$ cat config.mk
export PLATFORM = sky130hd
export DESIGN_NAME = rcpg_regs
export DESIGN_NICKNAME = d
export VERILOG_FILES = /design/src/rtl/rcpg_sync.v /design/src/rtl/rcpg_sd_timer.v /design/src/rtl/rcpg_regs.v
export VERILOG_INCLUDE_DIRS = /design/src /design/src/rtl
export SDC_FILE = /design/constraint.sdc
export NUM_CORES = 1
export LEC_CHECK = 0
export BUFFER_PORTS_ARGS = -buffer_cell sky130_fd_sc_hd__buf_2
export CORE_UTILIZATION = 40
export DETAILED_ROUTE_END_ITERATION = 6
export HOLD_SLACK_MARGIN = 0.03
export PLACE_DENSITY_LB_ADDON = 0.08
export SYNTH_ARGS = -nofsm -noshare
export SYNTH_HDL_FRONTEND = slang
export SYNTH_HIERARCHICAL = 1
export SYNTH_SLANG_ARGS = --single-unit
$ cat constraint.sdc
create_clock -name sys_clk -period 6.21 [get_ports sys_clk]
set_input_delay 1.242 -clock sys_clk [delete_from_list [all_inputs] [get_ports sys_clk]]
set_output_delay 1.242 -clock sys_clk [all_outputs]
set_load 0.02 [all_outputs]
$ cat src/rtl/rcpg_consts.vh
/*
  Constants for the auxiliary rail control and power-good status bank.
  Assumes a 200 MHz system clock and a 32-bit classic Wishbone slave port.
*/
// Function
// - The aux rail control register sits at index AEh, all eight bits read/write, reset from factory OTP.
// - Bits 7:6 pick the regulator discharge load: none, 100, 200 or 500 ohm.
// - The shutdown-config and enable bits act on the regulator, the switch or nothing per device option.
// - With the regulator in sequence and switches not merged, the shutdown-config bit governs switch B2; the code keeps B2 off and skips regulator shutdown.
// - With bit 5 clear, an emergency shutdown turns the rail off for an OTP interval of 1, 5, 10 or 100 ms.
// - With bit 5 set, the rail follows the enable bit alone and ignores the shutdown interval.
// - Bits 4:1 hold the 4-bit voltage code, forwarded to the regulator setting.
// - Bit 0 enables the selected rail when 1 and disables it when 0.
// - Power-good status one sits at index B0h, read-only, reset zero: regulator two, switch A1, bucks 6..1.
// - Each power-good bit reads 1 while its rail is inside regulation, 0 otherwise.
// - Power-good status two sits at index B1h, read-only, reset zero, bits 7:6 reserved, 5..0 as listed.

`ifndef RCPG_CONSTS_VH
`define RCPG_CONSTS_VH

// Register indices; byte address is four times the index
`define RCPG_IDX_AUX_CTRL 8'hae
`define RCPG_IDX_PG_FIRST 8'hb0
`define RCPG_IDX_PG_SECOND 8'hb1
`define RCPG_IDX_EVT_STATUS 8'hc0
`define RCPG_IDX_EVT_MASK 8'hc1

// Control field positions
`define RCPG_DIS_HI 7
`define RCPG_DIS_LO 6
`define RCPG_SDCFG_BIT 5
`define RCPG_VID_HI 4
`define RCPG_VID_LO 1
`define RCPG_EN_BIT 0

// Device option codes
`define RCPG_OPT_UNUSED 2'h0
`define RCPG_OPT_REGULATOR 2'h1
`define RCPG_OPT_SWITCH 2'h2

// Event status bits
`define RCPG_EVT_SD_START 0
`define RCPG_EVT_SD_END 1
`define RCPG_EVT_PG1_LOST 2
`define RCPG_EVT_PG2_LOST 3
`define RCPG_EVT_BITS 4

// Widths and reset values
`define RCPG_PG2_BITS 6
`define RCPG_BYTE_ZERO 8'h00
`define RCPG_WORD_ZERO 32'h00000000

// Shutdown off intervals in clock cycles at 200 MHz: 1, 5, 10 and 100 ms
`define RCPG_SD_CNT_W 25
`define RCPG_SD_CYC0 25'd200000
`define RCPG_SD_CYC1 25'd1000000
`define RCPG_SD_CYC2 25'd2000000
`define RCPG_SD_CYC3 25'd20000000

`endif

$ cat src/rtl/rcpg_sync.v
/*
  Three-stage input synchroniser with agreement filter.
  Assumes inputs are asynchronous to sys_clk.
*/
`timescale 1ns/1ps
module rcpg_sync #(
  parameter WIDTH = 1
) (
  // Clock and reset
  input wire sys_clk,
  input wire reset_n,
  // Data
  input wire [WIDTH-1:0] async_in,
  output reg [WIDTH-1:0] sync_out
);

  reg [WIDTH-1:0] stage1;
  reg [WIDTH-1:0] stage2;
  reg [WIDTH-1:0] stage3;
  integer i;

  // Stage one feeds only stage two
  always @(posedge sys_clk or negedge reset_n) begin
    if (!reset_n) begin
      stage1 <= {WIDTH{1'b0}};
      stage2 <= {WIDTH{1'b0}};
      stage3 <= {WIDTH{1'b0}};
      sync_out <= {WIDTH{1'b0}};
    end else begin
      stage1 <= async_in;
      stage2 <= stage1;
      stage3 <= stage2;
      for (i = 0; i < WIDTH; i = i + 1) begin
        if (stage2[i] == stage3[i]) begin
          sync_out[i] <= stage3[i];
        end
      end
    end
  end

endmodule // rcpg_sync

$ cat src/rtl/rcpg_sd_timer.v
/*
  Emergency shutdown off-interval timer.
  Assumes start is a one-cycle pulse and length is stable while busy.
*/
`timescale 1ns/1ps
`include "rcpg_consts.vh"
module rcpg_sd_timer #(
  parameter CNT_W = `RCPG_SD_CNT_W
) (
  // Clock and reset
  input wire sys_clk,
  input wire reset_n,
  // Control
  input wire start,
  input wire [CNT_W-1:0] length,
  output reg busy,
  output reg done
);

  reg [CNT_W-1:0] count;

  // Restart on a new shutdown extends the off time
  always @(posedge sys_clk or negedge reset_n) begin
    if (!reset_n) begin
      count <= {CNT_W{1'b0}};
      busy <= 1'b0;
      done <= 1'b0;
    end else begin
      done <= 1'b0;
      if (start) begin
        count <= length;
        busy <= 1'b1;
      end else if (busy) begin
        if (count <= {{(CNT_W-1){1'b0}}, 1'b1}) begin
          busy <= 1'b0;
          done <= 1'b1;
        end else begin
          count <= count - {{(CNT_W-1){1'b0}}, 1'b1};
        end
      end
    end
  end

endmodule // rcpg_sd_timer

$ cat src/rtl/rcpg_regs.v
/*
  Aux rail control and power-good status register bank, Wishbone classic slave.
  Assumes OTP straps are stable around reset release, power-good and shutdown
  inputs come from analog comparators asynchronous to sys_clk.
*/
`timescale 1ns/1ps
`include "rcpg_consts.vh"
module rcpg_regs #(
  parameter ADR_W = 10,
  parameter [`RCPG_SD_CNT_W-1:0] SD_CYC0 = `RCPG_SD_CYC0,
  parameter [`RCPG_SD_CNT_W-1:0] SD_CYC1 = `RCPG_SD_CYC1,
  parameter [`RCPG_SD_CNT_W-1:0] SD_CYC2 = `RCPG_SD_CYC2,
  parameter [`RCPG_SD_CNT_W-1:0] SD_CYC3 = `RCPG_SD_CYC3
) (
  // Clock and reset
  input wire sys_clk,
  input wire reset_n,
  // Wishbone slave
  input wire wb_cyc_i,
  input wire wb_stb_i,
  input wire wb_we_i,
  input wire [ADR_W-1:0] wb_adr_i,
  input wire [3:0] wb_sel_i,
  input wire [31:0] wb_dat_i,
  output reg [31:0] wb_dat_o,
  output reg wb_ack_o,
  // Factory OTP straps
  input wire [7:0] otp_ctrl_reset,
  input wire [1:0] otp_device_option,
  input wire [1:0] otp_sd_interval,
  input wire otp_in_sequence,
  input wire otp_switch_merged,
  // Analog status inputs
  input wire [7:0] pg_first_in,
  input wire [5:0] pg_second_in,
  input wire emergency_shutdown,
  // Rail controls
  output reg [1:0] aux_discharge_select,
  output reg [3:0] aux_voltage_code,
  output reg regulator_one_enable,
  output reg switch_b_two_enable,
  // Interrupt
  output reg irq
);

  ////////////////////////////////////////////////////////////////////////////
  // Declarations

  reg [7:0] aux_rail_control;
  reg otp_loaded;
  reg [1:0] dev_option;
  reg [1:0] sd_interval;
  reg sd_on_switch;
  reg [`RCPG_EVT_BITS-1:0] event_status;
  reg [`RCPG_EVT_BITS-1:0] event_mask;
  reg [7:0] pg_first_prev;
  reg [5:0] pg_second_prev;
  reg esd_prev;
  reg [`RCPG_SD_CNT_W-1:0] sd_length;
  reg [31:0] next_rdata;
  reg [`RCPG_EVT_BITS-1:0] next_event_status;

  wire [7:0] pg_first;
  wire [5:0] pg_second;
  wire esd_sync;
  wire sd_busy;
  wire sd_done;
  wire [7:0] reg_idx;
  wire bus_req;
  wire wr_go;
  wire wr_low;
  wire esd_rise;
  wire sd_start;
  wire sd_cfg;
  wire rail_en;
  wire off_reg;
  wire off_sw;
  wire wr_ctrl;
  wire wr_evt_clear;
  wire wr_evt_mask;
  wire rd_go;
  wire reg_target;
  wire sw_target;
  wire pg_first_fell;
  wire pg_second_fell;

  ////////////////////////////////////////////////////////////////////////////
  // Input synchronisers

  rcpg_sync #(
    .WIDTH(14)
  ) u_pg_sync (
    .sys_clk(sys_clk),
    .reset_n(reset_n),
    .async_in({pg_second_in, pg_first_in}),
    .sync_out({pg_second, pg_first})
  );

  rcpg_sync #(
    .WIDTH(1)
  ) u_esd_sync (
    .sys_clk(sys_clk),
    .reset_n(reset_n),
    .async_in(emergency_shutdown),
    .sync_out(esd_sync)
  );

  ////////////////////////////////////////////////////////////////////////////
  // Bus decode

  // Word aligned; only the index bits matter
  assign reg_idx = wb_adr_i[9:2];
  assign bus_req = wb_cyc_i & wb_stb_i & ~wb_ack_o;
  assign wr_go = bus_req & wb_we_i;
  assign wr_low = wr_go & wb_sel_i[0];
  assign rd_go = bus_req & ~wb_we_i;
  // One strobe per register; sel[0] gates every write
  // Control writes taken while the straps load are acked but lost
  assign wr_ctrl = wr_low & (reg_idx == `RCPG_IDX_AUX_CTRL);
  assign wr_evt_clear = wr_low & (reg_idx == `RCPG_IDX_EVT_STATUS);
  assign wr_evt_mask = wr_low & (reg_idx == `RCPG_IDX_EVT_MASK);

  always @(posedge sys_clk or negedge reset_n) begin
    if (!reset_n) begin
      wb_ack_o <= 1'b0;
    end else begin
      wb_ack_o <= bus_req;
    end
  end

  ////////////////////////////////////////////////////////////////////////////
  // OTP capture and control register

  // Straps caught at the first edge after release, never by the reset itself
  always @(posedge sys_clk or negedge reset_n) begin
    if (!reset_n) begin
      otp_loaded <= 1'b0;
      dev_option <= `RCPG_OPT_UNUSED;
      sd_interval <= 2'h0;
      sd_on_switch <= 1'b0;
      aux_rail_control <= `RCPG_BYTE_ZERO;
    end else if (!otp_loaded) begin
      otp_loaded <= 1'b1;
      dev_option <= otp_device_option;
      sd_interval <= otp_sd_interval;
      sd_on_switch <= (otp_device_option == `RCPG_OPT_SWITCH) |
                      (otp_in_sequence & ~otp_switch_merged);
      aux_rail_control <= otp_ctrl_reset;
    end else if (wr_ctrl) begin
      aux_rail_control <= wb_dat_i[7:0];
    end
  end

  ////////////////////////////////////////////////////////////////////////////
  // Emergency shutdown

  assign sd_cfg = aux_rail_control[`RCPG_SDCFG_BIT];
  assign rail_en = aux_rail_control[`RCPG_EN_BIT];
  assign esd_rise = esd_sync & ~esd_prev;
  // Config set: interval is skipped entirely
  assign sd_start = esd_rise & ~sd_cfg & otp_loaded;

  always @* begin
    case (sd_interval)
      2'h0: sd_length = SD_CYC0;
      2'h1: sd_length = SD_CYC1;
      2'h2: sd_length = SD_CYC2;
      2'h3: sd_length = SD_CYC3;
      default: sd_length = SD_CYC3;
    endcase
  end

  rcpg_sd_timer #(
    .CNT_W(`RCPG_SD_CNT_W)
  ) u_sd_timer (
    .sys_clk(sys_clk),
    .reset_n(reset_n),
    .start(sd_start),
    .length(sd_length),
    .busy(sd_busy),
    .done(sd_done)
  );

  // Off forcing only while config clear
  assign off_sw = sd_busy & ~sd_cfg & sd_on_switch;
  assign off_reg = sd_busy & ~sd_cfg & ~sd_on_switch;

  ////////////////////////////////////////////////////////////////////////////
  // Rail outputs

  // At most one target per device option; option codes 0 and 3 drive nothing
  assign reg_target = (dev_option == `RCPG_OPT_REGULATOR);
  assign sw_target = (dev_option == `RCPG_OPT_SWITCH);

  // Idle level of the shutdown pin is low, so no false edge after reset
  always @(posedge sys_clk or negedge reset_n) begin
    if (!reset_n) begin
      esd_prev <= 1'b0;
    end else begin
      esd_prev <= esd_sync;
    end
  end

  // Field copies lag the register by one cycle
  always @(posedge sys_clk or negedge reset_n) begin
    if (!reset_n) begin
      aux_discharge_select <= 2'h0;
      aux_voltage_code <= 4'h0;
    end else begin
      aux_discharge_select <= aux_rail_control[`RCPG_DIS_HI:`RCPG_DIS_LO];
      aux_voltage_code <= aux_rail_control[`RCPG_VID_HI:`RCPG_VID_LO];
    end
  end

  always @(posedge sys_clk or negedge reset_n) begin
    if (!reset_n) begin
      regulator_one_enable <= 1'b0;
      switch_b_two_enable <= 1'b0;
    end else begin
      regulator_one_enable <= rail_en & ~off_reg & reg_target;
      switch_b_two_enable <= rail_en & ~off_sw & sw_target;
    end
  end

  ////////////////////////////////////////////////////////////////////////////
  // Event status and interrupt

  // A falling good bit is the event; rising ones are not reported
  assign pg_first_fell = |(pg_first_prev & ~pg_first);
  assign pg_second_fell = |(pg_second_prev & ~pg_second);

  // Hardware set wins over a same-cycle write-one clear
  always @* begin
    next_event_status = event_status;
    if (wr_evt_clear) begin
      next_event_status = event_status & ~wb_dat_i[`RCPG_EVT_BITS-1:0];
    end
    if (sd_start) begin
      next_event_status[`RCPG_EVT_SD_START] = 1'b1;
    end
    if (sd_done) begin
      next_event_status[`RCPG_EVT_SD_END] = 1'b1;
    end
    if (pg_first_fell) begin
      next_event_status[`RCPG_EVT_PG1_LOST] = 1'b1;
    end
    if (pg_second_fell) begin
      next_event_status[`RCPG_EVT_PG2_LOST] = 1'b1;
    end
  end

  always @(posedge sys_clk or negedge reset_n) begin
    if (!reset_n) begin
      pg_first_prev <= `RCPG_BYTE_ZERO;
      pg_second_prev <= {`RCPG_PG2_BITS{1'b0}};
    end else begin
      pg_first_prev <= pg_first;
      pg_second_prev <= pg_second;
    end
  end

  always @(posedge sys_clk or negedge reset_n) begin
    if (!reset_n) begin
      event_mask <= {`RCPG_EVT_BITS{1'b0}};
    end else if (wr_evt_mask) begin
      event_mask <= wb_dat_i[`RCPG_EVT_BITS-1:0];
    end
  end

  // Interrupt built from next status so it rises with the flag
  always @(posedge sys_clk or negedge reset_n) begin
    if (!reset_n) begin
      event_status <= {`RCPG_EVT_BITS{1'b0}};
      irq <= 1'b0;
    end else begin
      event_status <= next_event_status;
      irq <= |(next_event_status & event_mask);
    end
  end

  ////////////////////////////////////////////////////////////////////////////
  // Read data

  // Power-good reads are live, not latched; unmapped reads give zero
  always @* begin
    next_rdata = `RCPG_WORD_ZERO;
    case (reg_idx)
      `RCPG_IDX_AUX_CTRL: next_rdata[7:0] = aux_rail_control;
      `RCPG_IDX_PG_FIRST: next_rdata[7:0] = pg_first;
      `RCPG_IDX_PG_SECOND: next_rdata[5:0] = pg_second;
      `RCPG_IDX_EVT_STATUS: next_rdata[`RCPG_EVT_BITS-1:0] = event_status;
      `RCPG_IDX_EVT_MASK: next_rdata[`RCPG_EVT_BITS-1:0] = event_mask;
      default: next_rdata = `RCPG_WORD_ZERO;
    endcase
  end

  always @(posedge sys_clk or negedge reset_n) begin
    if (!reset_n) begin
      wb_dat_o <= `RCPG_WORD_ZERO;
    end else if (rd_go) begin
      wb_dat_o <= next_rdata;
    end else begin
      wb_dat_o <= `RCPG_WORD_ZERO;
    end
  end

endmodule // rcpg_regs

* Yosys cells after proc, flatten, opt, wreduce, memory -nomap -nowiden
Index checks and enable logic that the tools add are counted.
W data, S select, Z words.
** Cells by class
- Add/subtract/negate cells :: 1
- Order comparisons :: 1
- Equality and inequality tests :: 28
- Muxes and demuxes :: 21
- Bitwise gates (word level) :: 35
- Reductions and logical operators :: 6
** Operators with widths (count)
- $pmux W25 S4 :: 1
- $mux W25 :: 3
- $eq A8 B8 Y1 const B :: 5
- $le A25 B1 Y1 const B :: 1
- $sub A25 B1 Y25 const B :: 1
- $mux W8 :: 3
- $pmux W4 S5 :: 1
- $and A1 B1 Y1 :: 19
- $eq A1 B1 Y1 :: 15
- $mux W1 :: 10
- $and A4 B4 Y4 :: 2
- $and A8 B8 Y8 :: 1
- $eq A2 B2 Y1 const B :: 4
- $not A1 Y1 :: 8
- $not A8 Y8 :: 1
- $reduce_or A8 Y1 :: 1
- $and A6 B6 Y6 :: 1
- $not A6 Y6 :: 1
- $pmux W2 S3 :: 1
- $reduce_or A6 Y1 :: 1
- $eq A2 B1 Y1 const B :: 2
- $mux W4 :: 1
- $not A4 Y4 :: 1
- $pmux W2 S2 :: 1
- 7 further kinds :: 7
** Word-level totals
- Register bits after elaboration :: 166
- Bits of input ports :: 80
- Output and inout port bits :: 42
- Logic and storage cells :: 133

* Depth between registers and ports, before layout
- Depth in word-level cells :: 9
- Mapped depth :: 8
- Mapped depth without buffers :: 8

* Hierarchy
The synthesis kept the hierarchy.
** Modules (own cells, without submodules)
- rcpg_regs :: instances 1, cells an instance 226, area each 2512.4 um^2, seq. area each 1376.3 um^2
- rcpg_sd_timer :: instances 1, cells an instance 198, area each 1725.4 um^2, seq. area each 675.6 um^2
- rcpg_sync at u_pg_sync :: instances 1, cells an instance 70, area each 1559.0 um^2, seq. area each 1401.3 um^2
- rcpg_sync at u_esd_sync :: instances 1, cells an instance 5, area each 111.4 um^2, seq. area each 100.1 um^2

* Worst setup path before layout
Ideal clock, no wire load.
- Kind :: input -> register
- Start point :: input wb_adr_i[3]
- End point :: register irq
- Library setup time :: 0.129 ns
- Data arrival time :: 3.009 ns
- Required time :: 6.081 ns
- Setup slack :: 3.073 ns
- Stages on the path :: 5
- Path buffers :: 0
- Cells stage by stage :: or4_4 nor4_4 a21boi_1 or4_4 a2111o_1
** Between the ends
- Longest elaborated chain between the ends :: 6
- Elaborated cells between the ends (all ways) :: 9
- Classes of those cells :: eq/ne: 1; mux: 5; bitwise: 2; reduce/logical: 1
** RTL lines
- start, declared :: RTL line rcpg_regs.v:22 : input wire [ADR_W-1:0] wb_adr_i,
- $eq A8 B8 Y1
- $and A1 B1 Y1 :: RTL line rcpg_regs.v:120 : assign wr_evt_clear = wr_low & (reg_idx == `RCPG_IDX_EVT_STATUS);
- $mux W4 :: RTL line rcpg_regs.v:235 : if (wr_evt_clear) begin
- $mux W1 :: RTL line rcpg_regs.v:247 : if (pg_second_fell) begin
- via next_event_status[3] :: RTL line rcpg_regs.v:61 : reg [`RCPG_EVT_BITS-1:0] next_event_status;
- $and A4 B4 Y4 :: RTL line rcpg_regs.v:277 : irq <= |(next_event_status & event_mask);
- $reduce_or A4 Y1 :: RTL line rcpg_regs.v:277
- end signal, assigned :: RTL line rcpg_regs.v:277
- end, declared :: RTL line rcpg_regs.v:43 : output reg irq
The timed path passes the listed nets, and every way through them passes these cells.
A chain may end at the register's enable or synchronous reset.

* Worst setup path after layout
- Start point :: input wb_adr_i[7]
- End point :: register event_mask[0]
** Between the ends
- Longest elaborated chain between the ends :: 2
** RTL lines
- $eq A8 B8 Y1
- $and A1 B1 Y1 :: RTL line rcpg_regs.v:121 : assign wr_evt_mask = wr_low & (reg_idx == `RCPG_IDX_EVT_MASK);
- end signal, assigned :: RTL line rcpg_regs.v:264 : event_mask <= {`RCPG_EVT_BITS{1'b0}};
- end signal, assigned :: RTL line rcpg_regs.v:266 : event_mask <= wb_dat_i[`RCPG_EVT_BITS-1:0];
- end, declared :: RTL line rcpg_regs.v:55 : reg [`RCPG_EVT_BITS-1:0] event_mask;
Every way passes these cells.

==> results.json <==
{
  "area_growth_pct": 17.5,
  "final_common_cell": "dfrtp_1",
  "clk_pin_slew_ns": 0.06,
  "path_cells": "buf_2 -> or4bb_1 -> nor4_1 -> nand2_1 -> mux2_2",
  "globalplace.congestion": 0.774,
  "die_x_um": 124,
  "synth_ff_type": "dfrtp_1",
  "via_per_inst": 4.94,
  "ios": 122,
  "multi_input_area_sq_um": 2130,
  "synthMuxAreaShare": 0.0324,
  "min_period_ns": 3.44,
  "grt_pass1_wl_um": 19600,
  "p_leak_nw": 3.14,
  "start_util": 0.408,
  "gr-usage-met1": 0.249,
  "grt_max_degree": 102,
  "whs_path_depth": 0,
  "fmax_ghz": 0.291,
  "track_usage": 0.174,
  "ys_ff_latch": 142,
  "rsz0062_at_grt": "no",
  "port_buffers": 68,
  "gr-usage-met3": 0.0512,
  "htree_levels": 4,
  "wl_um": 12200,
  "hpwl_um": 8180,
  "cts.path.max_buffers": 2,
  "core_sq_um": 14500,
  "crit_buf_inv": 1,
  "synth_compound_area_frac": 0.0733,
  "mostFrequentLayoutCells": "142 x dfrtp_1, 67 x buf_2, 42 x nand2_1, 34 x conb_1, 32 x nor2_1",
  "cp.depth": 5,
  "antenna_found_initial": 0,
  "synth_top_family_by_area": "simple AND/OR/NAND/NOR gates",
  "ff_latch_area_sq_um": 3550,
  "drc_errors": 0,
  "drt-initial-drc-count": 260,
  "yosysSeqAreaShare": 0.601,
  "cts_sinks": 142,
  "ys_async_sr_fraction": 1.00,
  "cts_hold_buffers": 0,
  "clkLatencyLatePin_ns": 0.42,
  "cp_data_arrival_time_ns": 3.74,
  "outcome": "complete, no violations",
  "crit_slowest_cell": "nor4_1",
  "grt_pass1_vias": 3780,
  "num-nets-final": 673,
  "drive_gt1_frac": 0.253,
  "crit_family": "simple AND/OR/NAND/NOR gates",
  "vias": 3856,
  "required_ns": 6.51,
  "hp-class": "reg -> reg",
  "nFillCells": 1344,
  "cts_tree": "built",
  "fin_tns_setup_ns": 0,
  "die_h_um": 124,
  "grt_util_met2": 0.249,
  "yosysWarnings": 6,
  "maxSlewHeadroom": 0.109,
  "critPathMaxStageDelay_ns": 1.04,
  "synth_xor_area_frac": 0.0326,
  "worst-slew-pin-transition_ns": 1.32,
  "die_area_sq_um": 15300,
  "synthCells": 499,
  "post_cts_resize_count": 0,
  "wl_per_cell_um": 15.6,
  "synthSimpleGateAreaFrac": 0.150,
  "postRouteAntennaNets": 0,
  "ir_drop_uv": 212,
  "rows": 44,
  "clockRootBuffer": "clkbuf_16",
  "crit_path_end_kind": "flip-flop",
  "numCtsBuffers": 17,
  "critPathKind": "in -> reg",
  "fin_crit_sh": 0.554,
  "cp-start-kind": "input pin",
  "top_usage_layer": "met1",
  "firstDrtPassIters": 5,
  "hold_viol_final": 0,
  "synth_cell_types": 58,
  "cp_max_fo": 6,
  "syn_avg_cell_area_sq_um": 11.8,
  "max_cap_violations": 0,
  "synth_fa_ha_area_frac": 0.0476,
  "setup_viol": 0,
  "finalHoldWorstSlack_ns": 0.346,
  "antenna-diode-count": 0,
  "syn_area_sq_um": 5910,
  "overflow": 0,
  "finalClockSkew_ns": 0.00616,
  "pwr_density_cell_nw_per_um2": 358,
  "drv_slew": 0,
  "r2r_cells": 7,
  "cts_setup_buffers": 0,
  "synth_edf_count": 0
}
==> worst reg2reg max path: cells and delay by family (launching register included) <==
family                    cells  cell delay, ns
buffers and inverters         1            0.32
muxes                         1            0.26
xor gates and xnor gates      1            0.17
and+or+nand+nor               4            1.75
DFF                           1            0.43
==> power by group <==
part           total, mW  internal, mW  switching, mW
Sequential          1.18          1.05          0.133
Clock              0.918         0.514          0.404
Combinational      0.383         0.177          0.206
Total               2.48          1.74          0.743
==> logic make-up after synthesis <==
group | count (synthesis)
AO/OA/AOI/OAI | 68
buffers and inverters | 67
XOR/XNOR | 22
flip-flops | 142
other | 2
AND/OR/NAND/NOR | 156
multiplexers | 18
adder cells (fa/ha/maj) | 24
==> worst paths after layout <==
| path | from | end | slack (ns) |
|---|---|---|---|
| setup / recovery | wb_adr_i[7] | event_mask[0] | 2.77 |
| hold / removal | u_pg_sync/stage1[11] | u_pg_sync/stage2[11] | 0.35 |
| setup reg to reg | u_sd_timer/count[9] | u_sd_timer/count[9] | 3.18 |
| hold reg to reg | u_pg_sync/stage1[11] | u_pg_sync/stage2[11] | 0.35 |
| max in group asynchronous | reset_n | u_sd_timer/count[23] | 4.20 |
| min in group asynchronous | reset_n | u_pg_sync/stage1[7] | 0.92 |
==> sequential cells by signal (all words and copies together), names as in the netlist, 2 cells and up <==
signal,count
event_mask,4
aux_rail_control,8
pg_second_prev,6
u_pg_sync/stage1,14
sd_interval,2
aux_voltage_code,4
u_pg_sync/stage3,14
aux_discharge_select,2
u_sd_timer/count,25
wb_dat_o,8
event_status,4
dev_option,2
u_pg_sync/stage2,14
u_pg_sync/sync_out,14
pg_first_prev,8
==> Yosys cell counts (all sizes together), types with 2 or more instances <==
master	count	area share
inv	28	0.018
nor4b	2	0.0040
dfrtp	142	0.60
xor2	3	0.0044
a21oi	13	0.011
and4b	2	0.0034
o21ai	24	0.020
nor2	32	0.020
a22oi	7	0.0089
nor3b	3	0.0047
nor4	13	0.021
clkbuf	11	0.0070
or4	5	0.0083
or2	4	0.0042
nand4b	3	0.0044
mux2	9	0.017
nand3b	2	0.0025
o22ai	7	0.0074
maj3	15	0.029
conb	2	0.0013
buf	28	0.036
xnor2	19	0.028
nor3	23	0.022
a222oi	6	0.010
and2	3	0.0032
or4b	2	0.0034
nand3	8	0.0068
nand4	5	0.0053
a21boi	2	0.0025
nand2	42	0.027
or3	3	0.0040
mux2i	9	0.015
ha	9	0.019
==> stage by stage <==
step	util	cells	total power, mW	cell area, sq um	worst slack, ns
after floorplan	-	531	1.46	6030	3.07
after global placement	0.442	749	1.56	6400	2.48
after detailed placement	0.442	749	1.58	6400	2.46
after CTS	0.480	781	2.51	6940	2.93
after global routing	0.480	781	2.63	6940	2.67
final	0.480	781	2.48	6940	2.77
==> layout make-up <==
| cell class | count | area share |
|---|---|---|
| flip-flops and latches | 142 | 0.512 |
| multi-input cells | 322 | 0.307 |
| clock buffers | 17 | 0.0613 |
| repair buffers | 73 | 0.0553 |
| well taps | 184 | 0.0332 |
| clock inverters | 15 | 0.0164 |
| inverters | 28 | 0.0151 |
==> layer usage <==
| layer | routed length, um | up-vias |
|---|---|---|
| met5 | 0 | - |
| met4 | 153 | 0 |
| met3 | 611 | 14 |
| met2 | 5260 | 106 |
| met1 | 6140 | 1880 |
| li1 | - | 1856 |
Power figures use the tool's default switching activity.
